[src/common/dfcc_regs.svh]
`ifndef DFCC_REGS_SVH
`define DFCC_REGS_SVH

// ----------------------------------------------------------------
// loop gain switching codes
// ----------------------------------------------------------------
`define DFCC_LOOP_PRIMARY 2'h0
`define DFCC_LOOP_SECONDARY 2'h1
`define DFCC_LOOP_BY_INPUT 2'h2
`define DFCC_LOOP_BY_RTC 2'h3
`define DFCC_DI_FUNC_GAIN_SWITCH 7'h36
`define DFCC_DI_COUNT 6

// ----------------------------------------------------------------
// limits, fixed point: gains 0.01, times 0.1 s or 0.01 s
// ----------------------------------------------------------------
`define DFCC_KP_MAX 10'h3e8
`define DFCC_TI_MAX 10'h3e8
`define DFCC_TD_MAX 10'h3e8
`define DFCC_FB_MAX 14'h2710
`define DFCC_FB_MIN 14'h0001
`define DFCC_PCT_FULL 10'h3e8
`define DFCC_PCT_DIV 24'h0003e8
`define DFCC_SCALE_MAX 3'h4
`define DFCC_UNIT_MAX 5'h17
`define DFCC_UNIT_PERCENT 5'h00
`define DFCC_SCURVE_MAX 8'hfa

// ----------------------------------------------------------------
// frequency in 0.1 Hz, forced frequency in Hz
// ----------------------------------------------------------------
`define DFCC_FREQ_MAX 13'h0fa0
`define DFCC_FORCED_MAX 9'h190

// ----------------------------------------------------------------
// direction lock codes
// ----------------------------------------------------------------
`define DFCC_DIR_BOTH 2'h0
`define DFCC_DIR_FWD_ONLY 2'h1
`define DFCC_DIR_REV_ONLY 2'h2

// ----------------------------------------------------------------
// carrier, selection in kHz, result in 0.1 kHz
// ----------------------------------------------------------------
`define DFCC_CARRIER_VARIABLE 5'h00
`define DFCC_CARRIER_LOWEST 5'h01
`define DFCC_CARRIER_SEL_MAX 5'h10
`define DFCC_CARRIER_LOWEST_X10 8'h0f
`define DFCC_CARRIER_SLV_MIN_X10 8'h28
`define DFCC_CARRIER_SOFT_CAP_X10 8'h50
`define DFCC_CARRIER_OVH_X10 8'h14

`endif

[src/common/dfcc_pkg.sv]
package dfcc_pkg;

    // one closed-loop gain set
    typedef struct packed {
        logic [9:0] kp;
        logic [9:0] ti;
        logic [9:0] td;
    } dfcc_gain_t;

    // carrier settings
    typedef struct packed {
        logic [4:0] sel;
        logic [4:0] var_max;
        logic [4:0] var_min;
        logic [6:0] var_gain;
        logic soft_pwm;
        logic auto_lower;
        logic sensorless_vector_mode;
    } dfcc_carrier_cfg_t;

    // four s-curve times in 0.01 s
    typedef struct packed {
        logic [7:0] acc_start;
        logic [7:0] acc_end;
        logic [7:0] dec_start;
        logic [7:0] dec_end;
    } dfcc_scurve_t;

    // jump frequencies in 0.1 Hz and common width
    typedef struct packed {
        logic [11:0] f1;
        logic [11:0] f2;
        logic [11:0] f3;
        logic [7:0] width;
    } dfcc_jump_cfg_t;

    // one band as an interval
    typedef struct packed {
        logic act;
        logic [12:0] lo;
        logic [12:0] hi;
    } dfcc_band_t;

endpackage

[src/design/dfcc_carrier.sv]
`timescale 1ns/1ps
`default_nettype none
`include "dfcc_regs.svh"

module dfcc_carrier
    import dfcc_pkg::*;
(
    input wire dfcc_carrier_cfg_t cfg,
    input wire logic overheat,
    output logic [7:0] carrier_x10,
    output logic var_mode,
    output logic held
);

    // kHz to 0.1 kHz
    function automatic logic [7:0] khz_x10(input logic [4:0] k);
        khz_x10 = ({3'h0, k} << 3) + ({3'h0, k} << 1);
    endfunction

    // ----------------------------------------------------------------
    // variable carrier from limits and gain
    // ----------------------------------------------------------------
    wire logic min_bad = cfg.var_min > cfg.var_max;
    wire logic [4:0] span = cfg.var_max - cfg.var_min;
    wire logic [4:0] var_khz = (min_bad || cfg.sensorless_vector_mode) ? cfg.var_max :
        ({2'h0, span} > cfg.var_gain) ? cfg.var_max - cfg.var_gain[4:0] :
        cfg.var_min;

    // ----------------------------------------------------------------
    // selection decode and floors
    // ----------------------------------------------------------------
    wire logic [4:0] sel_k = (cfg.sel > `DFCC_CARRIER_SEL_MAX) ? `DFCC_CARRIER_SEL_MAX
        : cfg.sel;
    wire logic [7:0] base_x10 = (sel_k == `DFCC_CARRIER_VARIABLE) ? khz_x10(var_khz) :
        (sel_k == `DFCC_CARRIER_LOWEST) ? `DFCC_CARRIER_LOWEST_X10 :
        khz_x10(sel_k);
    wire logic [7:0] slv_x10 = (cfg.sensorless_vector_mode && base_x10 < `DFCC_CARRIER_SLV_MIN_X10) ?
        `DFCC_CARRIER_SLV_MIN_X10 : base_x10;

    // ----------------------------------------------------------------
    // soft switching cap and overheat lowering
    // ----------------------------------------------------------------
    wire logic [7:0] soft_x10 = (cfg.soft_pwm && slv_x10 > `DFCC_CARRIER_SOFT_CAP_X10) ?
        `DFCC_CARRIER_SOFT_CAP_X10 : slv_x10;
    wire logic lower = cfg.auto_lower && overheat;
    assign carrier_x10 = (lower && soft_x10 > `DFCC_CARRIER_OVH_X10) ?
        `DFCC_CARRIER_OVH_X10 : soft_x10;
    assign var_mode = (sel_k == `DFCC_CARRIER_VARIABLE) && !cfg.sensorless_vector_mode;
    assign held = carrier_x10 < slv_x10;

endmodule // dfcc_carrier

`default_nettype wire

[src/design/dfcc_jump.sv]
`timescale 1ns/1ps
`default_nettype none
`include "dfcc_regs.svh"

module dfcc_jump
    import dfcc_pkg::*;
(
    input wire dfcc_jump_cfg_t cfg,
    input wire logic [11:0] ref_freq,
    input wire logic [11:0] prev_freq,
    input wire logic ramping,
    output logic [11:0] out_freq,
    output logic in_band
);

    // band centred on its frequency
    function automatic dfcc_band_t mk_band(input logic [11:0] f, input logic [7:0] w);
        logic [12:0] half;
        half = {6'h00, w[7:1]};
        mk_band.act = f != 12'h000;
        mk_band.lo = ({1'b0, f} > half) ? {1'b0, f} - half : 13'h0000;
        mk_band.hi = {1'b0, f} + half;
    endfunction

    // widen an interval by every band that touches it
    function automatic dfcc_band_t grow(input dfcc_band_t cur, input dfcc_band_t b0,
        input dfcc_band_t b1, input dfcc_band_t b2);
        dfcc_band_t bl [3];
        grow = cur;
        bl[0] = b0;
        bl[1] = b1;
        bl[2] = b2;
        for (int i = 0; i < 3; i++)
        begin
            if (bl[i].act && bl[i].lo <= grow.hi && bl[i].hi >= grow.lo)
            begin
                grow.act = 1'b1;
                grow.lo = (bl[i].lo < grow.lo) ? bl[i].lo : grow.lo;
                grow.hi = (bl[i].hi > grow.hi) ? bl[i].hi : grow.hi;
            end
        end
    endfunction

    // ----------------------------------------------------------------
    // merged span around the reference
    // ----------------------------------------------------------------
    wire dfcc_band_t b0 = mk_band(cfg.f1, cfg.width);
    wire dfcc_band_t b1 = mk_band(cfg.f2, cfg.width);
    wire dfcc_band_t b2 = mk_band(cfg.f3, cfg.width);
    wire dfcc_band_t seed = '{act: 1'b0, lo: {1'b0, ref_freq}, hi: {1'b0, ref_freq}};
    wire dfcc_band_t pass1 = grow(seed, b0, b1, b2);
    wire dfcc_band_t span = grow(grow(pass1, b0, b1, b2), b0, b1, b2);

    // ----------------------------------------------------------------
    // hold at the edge on the side of the previous command when steady
    // ----------------------------------------------------------------
    wire logic [12:0] top = (span.hi > `DFCC_FREQ_MAX) ? `DFCC_FREQ_MAX : span.hi;
    wire logic [12:0] edge_sel = (prev_freq <= ref_freq) ? span.lo : top;
    assign in_band = pass1.act;
    assign out_freq = (pass1.act && !ramping) ? edge_sel[11:0] : ref_freq;

endmodule // dfcc_jump

`default_nettype wire

[src/design/dfcc_top.sv]
`timescale 1ns/1ps
`default_nettype none
`include "dfcc_regs.svh"

module dfcc_top
    import dfcc_pkg::*;
(
    input wire logic clk,
    input wire logic rst,
    input wire dfcc_gain_t gain_primary,
    input wire dfcc_gain_t gain_secondary,
    input wire logic [1:0] loop_sel,
    input wire logic [`DFCC_DI_COUNT*7-1:0] di_func,
    input wire logic [`DFCC_DI_COUNT-1:0] di_pins,
    input wire logic rtc_timer_in,
    input wire logic [13:0] max_feedback,
    input wire logic [9:0] target_pct,
    input wire logic [2:0] scaling,
    input wire logic [4:0] unit_sel,
    input wire logic [11:0] loop_freq,
    input wire logic fb_loss_warn_in,
    input wire logic [8:0] forced_hz,
    input wire logic [1:0] dir_lock,
    input wire logic run_fwd_in,
    input wire logic run_rev_in,
    input wire dfcc_carrier_cfg_t carrier_cfg,
    input wire logic overheat_in,
    input wire dfcc_scurve_t scurve,
    input wire logic [15:0] accel_time,
    input wire logic [15:0] decel_time,
    input wire dfcc_jump_cfg_t jump_cfg,
    input wire logic ramping,
    output dfcc_gain_t active_gain_r,
    output logic secondary_active_r,
    output logic [13:0] target_eng_r,
    output logic [2:0] decimal_pos_r,
    output logic [4:0] unit_r,
    output logic unit_percent_r,
    output logic [11:0] freq_cmd_r,
    output logic forced_active_r,
    output logic jump_hold_r,
    output logic run_fwd_r,
    output logic run_rev_r,
    output logic dir_reject_r,
    output logic [7:0] carrier_x10_r,
    output logic carrier_var_r,
    output logic carrier_held_r,
    output logic [16:0] accel_total_r,
    output logic [16:0] decel_total_r
);

    localparam int NSYNC = `DFCC_DI_COUNT + 5;

    // clamp a ten bit value
    function automatic logic [9:0] clamp10(input logic [9:0] v, input logic [9:0] lim);
        clamp10 = (v > lim) ? lim : v;
    endfunction

    // clamp an s-curve time
    function automatic logic [7:0] clamp_s(input logic [7:0] v);
        clamp_s = (v > `DFCC_SCURVE_MAX) ? `DFCC_SCURVE_MAX : v;
    endfunction

    // linear time plus half of both shaping times
    function automatic logic [16:0] ramp_total(input logic [15:0] lin,
        input logic [7:0] s_a, input logic [7:0] s_b);
        logic [8:0] sum;
        sum = {1'b0, clamp_s(s_a)} + {1'b0, clamp_s(s_b)};
        ramp_total = {1'b0, lin} + {9'h000, sum[8:1]};
    endfunction

    // ----------------------------------------------------------------
    // pin synchronisers
    // ----------------------------------------------------------------
    logic [NSYNC-1:0] sync1_r;
    logic [NSYNC-1:0] sync2_r;
    wire logic [NSYNC-1:0] pins_raw = {di_pins, rtc_timer_in, fb_loss_warn_in,
        run_fwd_in, run_rev_in, overheat_in};

    // two stages, only the second is read
    always_ff @(posedge clk or posedge rst)
    begin
        if (rst)
        begin
            sync1_r <= '0;
            sync2_r <= '0;
        end
        else
        begin
            sync1_r <= pins_raw;
            sync2_r <= sync1_r;
        end
    end

    wire logic [`DFCC_DI_COUNT-1:0] di_s = sync2_r[NSYNC-1:5];
    wire logic rtc_s = sync2_r[4];
    wire logic fb_loss_s = sync2_r[3];
    wire logic fwd_s = sync2_r[2];
    wire logic rev_s = sync2_r[1];
    wire logic overheat_s = sync2_r[0];

    // ----------------------------------------------------------------
    // gain set selection
    // ----------------------------------------------------------------
    logic [`DFCC_DI_COUNT-1:0] di_hit;

    // inputs programmed for gain switching and active
    always_comb
    begin
        for (int i = 0; i < `DFCC_DI_COUNT; i++)
        begin
            di_hit[i] = di_s[i] && (di_func[i*7 +: 7] == `DFCC_DI_FUNC_GAIN_SWITCH);
        end
    end

    logic use_secondary;

    // pick gain set from switching selection
    always_comb
    begin
        unique case (loop_sel)
            `DFCC_LOOP_PRIMARY: use_secondary = 1'b0;
            `DFCC_LOOP_SECONDARY: use_secondary = 1'b1;
            `DFCC_LOOP_BY_INPUT: use_secondary = |di_hit;
            `DFCC_LOOP_BY_RTC: use_secondary = rtc_s;
        endcase
    end

    // secondary set held inside its ranges
    wire dfcc_gain_t sec_lim = '{kp: clamp10(gain_secondary.kp, `DFCC_KP_MAX),
        ti: clamp10(gain_secondary.ti, `DFCC_TI_MAX),
        td: clamp10(gain_secondary.td, `DFCC_TD_MAX)};
    wire dfcc_gain_t gain_nxt = use_secondary ? sec_lim : gain_primary;

    // ----------------------------------------------------------------
    // feedback scaling and display
    // ----------------------------------------------------------------
    wire logic [13:0] fb_full = (max_feedback > `DFCC_FB_MAX) ? `DFCC_FB_MAX :
        (max_feedback < `DFCC_FB_MIN) ? `DFCC_FB_MIN : max_feedback;
    wire logic [9:0] pct_lim = clamp10(target_pct, `DFCC_PCT_FULL);
    wire logic [23:0] eng_prod = {10'h000, fb_full} * {14'h0000, pct_lim};
    wire logic [23:0] eng_quot = eng_prod / `DFCC_PCT_DIV;
    wire logic [2:0] dp_nxt = (scaling > `DFCC_SCALE_MAX) ? `DFCC_SCALE_MAX : scaling;
    wire logic [4:0] unit_nxt = (unit_sel > `DFCC_UNIT_MAX) ? `DFCC_UNIT_MAX : unit_sel;

    // ----------------------------------------------------------------
    // frequency command, forced on feedback loss
    // ----------------------------------------------------------------
    wire logic [8:0] forced_lim = (forced_hz > `DFCC_FORCED_MAX) ? `DFCC_FORCED_MAX :
        forced_hz;
    wire logic [11:0] forced_x10 = ({3'h0, forced_lim} << 3) + ({3'h0, forced_lim} << 1);
    wire logic [11:0] ref_sel = fb_loss_s ? forced_x10 : loop_freq;
    wire logic [11:0] jump_out;
    wire logic jump_in_band;

    dfcc_jump u_jump (
        .cfg(jump_cfg),
        .ref_freq(ref_sel),
        .prev_freq(freq_cmd_r),
        .ramping(ramping),
        .out_freq(jump_out),
        .in_band(jump_in_band)
    );

    wire logic hold_nxt = jump_in_band && !ramping;

    // ----------------------------------------------------------------
    // direction lock
    // ----------------------------------------------------------------
    wire logic rej_rev = (dir_lock == `DFCC_DIR_FWD_ONLY) && rev_s;
    wire logic rej_fwd = (dir_lock == `DFCC_DIR_REV_ONLY) && fwd_s;
    wire logic fwd_nxt = fwd_s && !(dir_lock == `DFCC_DIR_REV_ONLY);
    wire logic rev_nxt = rev_s && !(dir_lock == `DFCC_DIR_FWD_ONLY);

    // ----------------------------------------------------------------
    // carrier selection
    // ----------------------------------------------------------------
    wire logic [7:0] carrier_nxt;
    wire logic var_nxt;
    wire logic held_nxt;

    dfcc_carrier u_carrier (
        .cfg(carrier_cfg),
        .overheat(overheat_s),
        .carrier_x10(carrier_nxt),
        .var_mode(var_nxt),
        .held(held_nxt)
    );

    // ----------------------------------------------------------------
    // s-curve ramp totals
    // ----------------------------------------------------------------
    wire logic [16:0] acc_nxt = ramp_total(accel_time, scurve.acc_start,
        scurve.acc_end);
    wire logic [16:0] dec_nxt = ramp_total(decel_time, scurve.dec_start,
        scurve.dec_end);

    // ----------------------------------------------------------------
    // loop and display outputs
    // ----------------------------------------------------------------
    always_ff @(posedge clk or posedge rst)
    begin
        if (rst)
        begin
            active_gain_r <= '0;
            secondary_active_r <= 1'b0;
            target_eng_r <= 14'h0000;
            decimal_pos_r <= 3'h0;
            unit_r <= 5'h00;
            unit_percent_r <= 1'b1;
        end
        else
        begin
            active_gain_r <= gain_nxt;
            secondary_active_r <= use_secondary;
            target_eng_r <= eng_quot[13:0];
            decimal_pos_r <= dp_nxt;
            unit_r <= unit_nxt;
            unit_percent_r <= unit_nxt == `DFCC_UNIT_PERCENT;
        end
    end

    // frequency and direction outputs
    always_ff @(posedge clk or posedge rst)
    begin
        if (rst)
        begin
            freq_cmd_r <= 12'h000;
            forced_active_r <= 1'b0;
            jump_hold_r <= 1'b0;
            run_fwd_r <= 1'b0;
            run_rev_r <= 1'b0;
            dir_reject_r <= 1'b0;
        end
        else
        begin
            freq_cmd_r <= jump_out;
            forced_active_r <= fb_loss_s;
            jump_hold_r <= hold_nxt;
            run_fwd_r <= fwd_nxt;
            run_rev_r <= rev_nxt;
            dir_reject_r <= rej_rev || rej_fwd;
        end
    end

    // carrier and ramp outputs
    always_ff @(posedge clk or posedge rst)
    begin
        if (rst)
        begin
            carrier_x10_r <= `DFCC_CARRIER_LOWEST_X10;
            carrier_var_r <= 1'b0;
            carrier_held_r <= 1'b0;
            accel_total_r <= 17'h00000;
            decel_total_r <= 17'h00000;
        end
        else
        begin
            carrier_x10_r <= carrier_nxt;
            carrier_var_r <= var_nxt;
            carrier_held_r <= held_nxt;
            accel_total_r <= acc_nxt;
            decel_total_r <= dec_nxt;
        end
    end

endmodule // dfcc_top

`default_nettype wire

[config.mk]
export PLATFORM = sky130hd
export DESIGN_NAME = dfcc_top
export DESIGN_NICKNAME = d
export VERILOG_FILES = /design/src/common/dfcc_pkg.sv /design/src/design/dfcc_carrier.sv /design/src/design/dfcc_jump.sv /design/src/design/dfcc_top.sv
export VERILOG_INCLUDE_DIRS = /design/src /design/src/common
export SDC_FILE = /design/constraint.sdc
export NUM_CORES = 2
export LEC_CHECK = 0
export BUFFER_PORTS_ARGS = -buffer_cell sky130_fd_sc_hd__buf_2
export CORE_ASPECT_RATIO = 1.2
export CORE_MARGIN = 8
export CORE_UTILIZATION = 61
export DETAILED_ROUTE_END_ITERATION = 10
export GPL_ROUTABILITY_DRIVEN = 0
export MAX_ROUTING_LAYER = met4
export PLACE_DENSITY_LB_ADDON = 0.2
export SYNTH_ARGS = -nofsm -noshare
export SYNTH_HDL_FRONTEND = slang
export SYNTH_SLANG_ARGS = --single-unit
[constraint.sdc]
create_clock -name clk -period 35.1 [get_ports clk]
set_input_delay 7.02 -clock clk [delete_from_list [all_inputs] [get_ports clk]]
set_output_delay 7.02 -clock clk [all_outputs]
set_load 0.005 [all_outputs]
-- After elaboration in Yosys (flattened, before gate mapping)
Cells that the tools add are included.
- flip-flop bits (word level): 137
- multiply operators: 1
- add/sub/neg operators: 15
- reduce and logical (&&, ||, !) cells: 47
- div/mod/pow operators: 1
- $lt $le $gt $ge: 61
- muxes and demuxes: 57
- eq/ne operators: 12
- operator list (cell ; number):
    two-way mux 13 bit ; 20
    two-way mux 26 bit ; 5
    >= comparator 13 bit ; 8
    > comparator 13 bit ; 8
    <= comparator 13 bit ; 8
    < comparator 13 bit ; 8
    two-way mux 27 bit ; 3
    two-way mux 8 bit ; 9
    two-way mux 12 bit ; 5
    == test 7 x 6 -> 1 bit (second input constant) ; 6
    > comparator 10 bit (second input constant) ; 4
    two-way mux 10 bit ; 4
    adder 12 x 7 -> 13 bit ; 3
    subtractor 12 x 7 -> 13 bit ; 3
    > comparator 12 x 7 -> 1 bit ; 3
    nonzero test 12 bit ; 3
    adder 16 x 8 -> 17 bit ; 2
    logical AND 1 bit ; 34
    > comparator 8 bit (second input constant) ; 4
    two-way mux 30 bit ; 1
    two-way mux 14 bit ; 2
    two-way mux 25 bit ; 1
    divider 24 x 10 -> 24 bit (second input constant) ; 1
    multiplier 14 x 10 -> 24 bit ; 1
    33 further kinds ; 48

-- Depth between registers and ports, before layout
- depth in word-level cells: 44
- gate-level depth with buffers: 221
- gate-level depth less buffers: 208

-- Cells and area by module
From an unflattened synthesis, not the netlist that was laid out.
- cell total of the unflattened synthesis: 4395
- area, all modules: 34948.5 µm²
- by module, submodules not included (module ; cells an instance ; sequential area each (µm²) ; instances ; area an instance (µm²)):
    dfcc_jump ; 2342 ; 0.0 ; 1 ; 17416.7
    dfcc_top ; 1853 ; 3434.5 ; 1 ; 15986.6
    dfcc_carrier ; 200 ; 0.0 ; 1 ; 1545.2

-- Worst setup path after synthesis
No wires, ideal clock.
- path kind: input port to flip-flop
- start: input port jump_cfg[2] (netlist bit)
- end: register freq_cmd_r[4]
- data arrival time: 37.617 ns
- path slack: -2.643 ns
- path buffers: 12
- data required time: 34.974 ns
- library setup time: 0.126 ns
- cell stages on the path: 213
- cell sequence: inv_1 -> ha_1 -> a21oi_1 -> o21bai_1 -> a21o_1 -> a21oi_1 -> nor2b_1 -> o21ai_0 -> nand2_1 -> o41a_1 -> nand2b_1 -> clkbuf_1 -> nand2_1 -> inv_1 -> ha_1 -> nor2b_1 -> o21a_1 -> o21a_1 -> [... 177 more ...] -> nand2b_1 -> a21oi_1 -> nor2b_1 -> o21ai_0 -> nand2b_1 -> a21oi_1 -> nor2b_1 -> o21ai_0 -> a21oi_1 -> o21ai_0 -> nor3_1 -> clkbuf_1 -> mux2i_1 -> nand2_1 -> nor4_1 -> nor2_1 -> and3_1 -> a221o_1
- longest elaborated chain between the ends: 42
- ends and longest elaborated chain (element ; RTL line ; RTL):
    from (decl) ; dfcc_top.sv:31 ; input wire dfcc_jump_cfg_t jump_cfg,
    subtractor 12 x 7 -> 13 bit / > comparator 12 x 7 -> 1 bit (equally long branches) ; dfcc_jump.sv:21 ; mk_band.lo = ({1'b0, f} > half) ? {1'b0, f} - half : 13'h0000;
    two-way mux 13 bit ; dfcc_jump.sv:21 ;
    <= comparator 13 x 12 -> 1 bit ; dfcc_jump.sv:35 ; if (bl[i].act && bl[i].lo <= grow.hi && bl[i].hi >= grow.lo)
    logical AND 1 bit (2 in a row) ; dfcc_jump.sv:35 ;
    two-way mux 27 bit ; dfcc_jump.sv:35 ;
    <= comparator 13 bit ; dfcc_jump.sv:35 ;
    logical AND 1 bit (2 in a row) ; dfcc_jump.sv:35 ;
    two-way mux 27 bit ; dfcc_jump.sv:35 ;
    [... 24 more ...] ; -- ;
    <= comparator 13 bit ; dfcc_jump.sv:35 ;
    logical AND 1 bit (2 in a row) ; dfcc_jump.sv:35 ;
    two-way mux 25 bit ; dfcc_jump.sv:35 ;
    > comparator 13 x 12 -> 1 bit (no line) ; -- ;
    two-way mux 12 bit ; dfcc_jump.sv:57 ; wire logic [12:0] top = (span.hi > `DFCC_FREQ_MAX) ? `DFCC_FREQ_MAX : span.hi;
    two-way mux 12 bit ; dfcc_jump.sv:58 ; wire logic [12:0] edge_sel = (prev_freq <= ref_freq) ? span.lo : top;
    two-way mux 12 bit (*) ; dfcc_jump.sv:60 ; assign out_freq = (pass1.act && !ramping) ? edge_sel[11:0] : ref_freq;
    via jump_out[4] ; dfcc_top.sv:153 ; wire logic [11:0] jump_out;
    to (signal assigned) ; dfcc_top.sv:237 ; freq_cmd_r <= jump_out;
    to (decl) ; dfcc_top.sv:39 ; output logic [11:0] freq_cmd_r,
The timed path passes the listed nets; every way through them passes the cells marked *.

-- Final worst setup path
- start: input port forced_hz[1]
- end: register freq_cmd_r[0]
- longest elaborated chain between the ends: 44
- ends and longest elaborated chain (element ; RTL line ; RTL):
    from (decl) ; dfcc_top.sv:22 ; input wire logic [8:0] forced_hz,
    > comparator 9 bit (no line) ; -- ;
    two-way mux 9 bit (*) ; dfcc_top.sv:149 ; wire logic [8:0] forced_lim = (forced_hz > `DFCC_FORCED_MAX) ? `DFCC_FORCED_MAX :
    adder 12 x 10 -> 12 bit (*) ; dfcc_top.sv:151 ; wire logic [11:0] forced_x10 = ({3'h0, forced_lim} << 3) + ({3'h0, forced_lim} << 1);
    two-way mux 12 bit (*) ; dfcc_top.sv:152 ; wire logic [11:0] ref_sel = fb_loss_s ? forced_x10 : loop_freq;
    <= comparator 13 x 12 -> 1 bit ; dfcc_jump.sv:35 ;
    logical AND 1 bit (2 in a row) ; dfcc_jump.sv:35 ;
    two-way mux 27 bit ; dfcc_jump.sv:35 ;
    <= comparator 13 bit ; dfcc_jump.sv:35 ;
    [... 27 more ...] ; -- ;
    <= comparator 13 bit ; dfcc_jump.sv:35 ;
    logical AND 1 bit (2 in a row) ; dfcc_jump.sv:35 ;
    two-way mux 25 bit ; dfcc_jump.sv:35 ;
    > comparator 13 x 12 -> 1 bit (no line) ; -- ;
    two-way mux 12 bit ; dfcc_jump.sv:57 ;
    two-way mux 12 bit ; dfcc_jump.sv:58 ;
    two-way mux 12 bit (*) ; dfcc_jump.sv:60 ;
    via jump_out[0] ; dfcc_top.sv:153 ;
Marks and branches as above.

==> summary.txt <==
Vias in the first global route: 35249
Peak Freq: 26.6 MHz
Flop2flop setup slack: 4.08 ns
Sequential area share after synthesis: 10.9%
R2R cell count: 204
Final setup viols: 12
Ports: 421
Chip height: 265 um
Worst R2R Start: sync2_r[3]
Slew Viols, Final: 4
Root Driver: clkbuf_16
Final Util: 81.2%
Synth Flop Type: dfrtp_1
Final #Nets: 5941
Top cell by count, worst path: a21oi_2
EDFF count, synth: 0
Max-cap viol count: 1
Syn_area_per_cell: 8.06 sq um
Critical path's largest stage delay: 0.49 ns
CTS tree: built
DPL Wire Length: 106000 um
Cells after Synth: 3903
Total die area: 0.0591 sq mm
Clock Pin Slew Worst Setup and Hold Paths: 0.07 ns
Mapped Area: 0.0314 sq mm
Share of post-route cells with drive strength above 1: 32.0%
IO buf count: 419
First-pass GRT wire length: 202000 um
Outcome: finished with violations
Longest Clk Path Bufs: 2
RSZ-0062 raised after global routing: yes
Iteration-0 DRC Markers: 4578
Count of cell types in the netlist: 120
Setup TNS: -27.75 ns
Antenna violations before repair: 43
Core area: 0.0511 sq mm
Tot GR Track Use: 45.8%
Class of the worst hold path: flip-flop to flip-flop
Setup crit start kind: primary input
Cts bufs inserted: 17
Grt ovf: 0
Starting Density: 61.5%
Ys async rst share: 100%
Kind of critical path: primary input to flip-flop
First-pass iteration count of the detailed router: 11
Final worst-path cycle share: 107%
Critical-path maximum fanout: 8
Element type at the critical path end: flip-flop
Ys Warns: 0
Minimum clock period: 37.60 ns
Multi-input gate area: 0.0278 sq mm
Worst r2r dst: freq_cmd_r[0]
WL final: 144000 um
Setup crit start: forced_hz[1]
Remaining DRCs: 4
Slew @ Worst Pin: 1.57 ns
Vias: 36829
Final setup skew: 0.00991 ns
Critical-path top delay cell: mux2i_4
Sequential cell area: 0.00343 sq mm
Largest net degree at the start of global routing: 74
Rel. slew slack: -6.06%
Setup slack after layout: -2.50 ns
Final ANT Viol Nets: 0
Hold Violations, Final: 0
Crit path required time: 35.47 ns
Vias/cell: 6.54
Clk_lat worst skew: 0.44 ns
Failing checks: design-rule violations, max-capacitance violations, max-slew violations, negative setup slack
Flops & latches, synth: 137
WL/cell: 25.6 um
CTS sink cnt: 137
Crit path arrival time: 37.97 ns
Row count: 91
DIE WIDTH: 223 um
# fillers: 3298
Critical Path Sink: freq_cmd_r[0]
Htree depth: 4
Area grow syn2layout: 32.0%
-- per-layer routing --
| layer | track usage, % | part of all wire [%] |
|---|---|---|
| met1 | 49.2 | 33 |
| met2 | 68.5 | 42 |
| met3 | 15.7 | 14 |
| met4 | 36.5 | 11 |
| met5 | - | 0 |
-- repair_timing --
| action | CTS | global route |
|---|---|---|
| resized for setup | 146 | 216 |
| hold buffers | 0 | 0 |
| pin swaps | 51 | 127 |
| setup endpoints to repair | 12 | 12 |
| buffers inserted | 51 | 33 |
-- worst min path at each step --
stage	cells past startpoint	startpoint	slack (ns)	to
after CTS	0	sync1_r[10]	0.35	sync2_r[10]
after detailed placement	0	sync1_r[10]	0.33	sync2_r[10]
final	0	sync1_r[10]	0.35	sync2_r[10]
after global placement	0	sync1_r[10]	0.33	sync2_r[10]
after global routing	0	sync1_r[4]	0.36	sync2_r[4]
after floorplan	0	sync1_r[0]	0.33	sync2_r[0]
-- flip-flops by register name, indices dropped and copies added, names as in the netlist, 3 cells and up --
name and count:
decel_total_r 17, freq_cmd_r 12, carrier_x10_r 8, sync2_r 11, decimal_pos_r 3, target_eng_r 14
active_gain_r 30, accel_total_r 17, unit_r 5, sync1_r 11
-- worst max-delay path: cells and delay by family --
kind	cells	cell delay, ns
fa+ha+maj	10	2.35
simple gates	79	8.14
buf+inv	18	2.66
mux	7	2.42
xor+xnor	1	0.13
compound gates	95	15.03
-- cell families (layout without fill, tap and decap cells) --
kind of cell / after synthesis / count (layout) / synth area share [%]
compound gates: 995 / 995 / 20.3
xor+xnor: 160 / 160 / 4.48
fa+ha+maj: 723 / 723 / 31.3
buf+inv: 430 / 1456 / 5.22
flops: 137 / 137 / 10.9
mux: 183 / 183 / 6.38
other cells: 1 / 53 / 0.0119
simple gates: 1274 / 1274 / 21.3
-- cell usage after synthesis (58+ instances only) --
library cell / count / area, sq um
xnor2_1: 111 / 972
nor3_1: 58 / 290
nor2b_1: 151 / 945
a21oi_1: 325 / 1630
nand4_1: 99 / 619
nand2b_1: 119 / 744
a21o_1: 85 / 638
inv_1: 298 / 1120
and3_1: 62 / 388
ha_1: 609 / 7620
dfrtp_1: 132 / 3300
nand3_1: 85 / 425
o21ai_0: 240 / 1200
nor2_1: 240 / 901
fa_1: 109 / 2180
mux2_2: 126 / 1420
nand2_1: 273 / 1020
clkbuf_1: 107 / 402
-- cell usage in the layout, fill, tap and decap left out, drive strengths merged, types with 9 or more instances in the layout --
master,count
nand2,273
diode,51
a21o,85
or3,19
nor3,61
a21boi,10
o21bai,30
and3,62
a31oi,28
o31ai,19
and2,57
o22ai,10
a211oi,26
xor2,48
clkbuf,17
nor4,41
fa,109
o2111ai,9
or2,22
o21a,48
nand4,100
buf,1124
xnor2,112
o21ai,256
inv,309
mux2,129
nand2b,120
nand3,87
o211ai,18
mux2i,54
a21oi,329
and4,10
dfrtp,132
ha,609
nor2b,151
o31a,15
nor2,240
-- stage by stage --
| stage | setup WS, ns | cells | hold WS, ns | area (sq um) |
|---|---|---|---|---|
| 2_1_floorplan | 0.0118 | 3904 | 0.331 | 31700 |
| 5_1_grt | -3.85 | 5623 | 0.361 | 41500 |
| 3_5_place_dp | -3.02 | 5470 | 0.335 | 38700 |
| 3_3_place_gp | -2.04 | 5470 | 0.332 | 38700 |
| 4_1_cts | 0.0176 | 5553 | 0.350 | 40200 |
| 6_report | -2.50 | 5632 | 0.351 | 41500 |
-- final cells by class --
class                           instances  share of cell area, %
Timing Repair Buffer                 1124                   18.1
Sequential cell                       137                   8.28
Antenna cell                           51                  0.308
Clock buffer                           17                   1.03
Multi-Input combinational cell       3337                   67.1
Clock inverter                         15                  0.422
Inverter                              300                   2.75
Tap cell                              651                   1.96
Power is not shown: default switching activity piles up to over one toggle a cycle in this logic, so the estimate is an artifact.
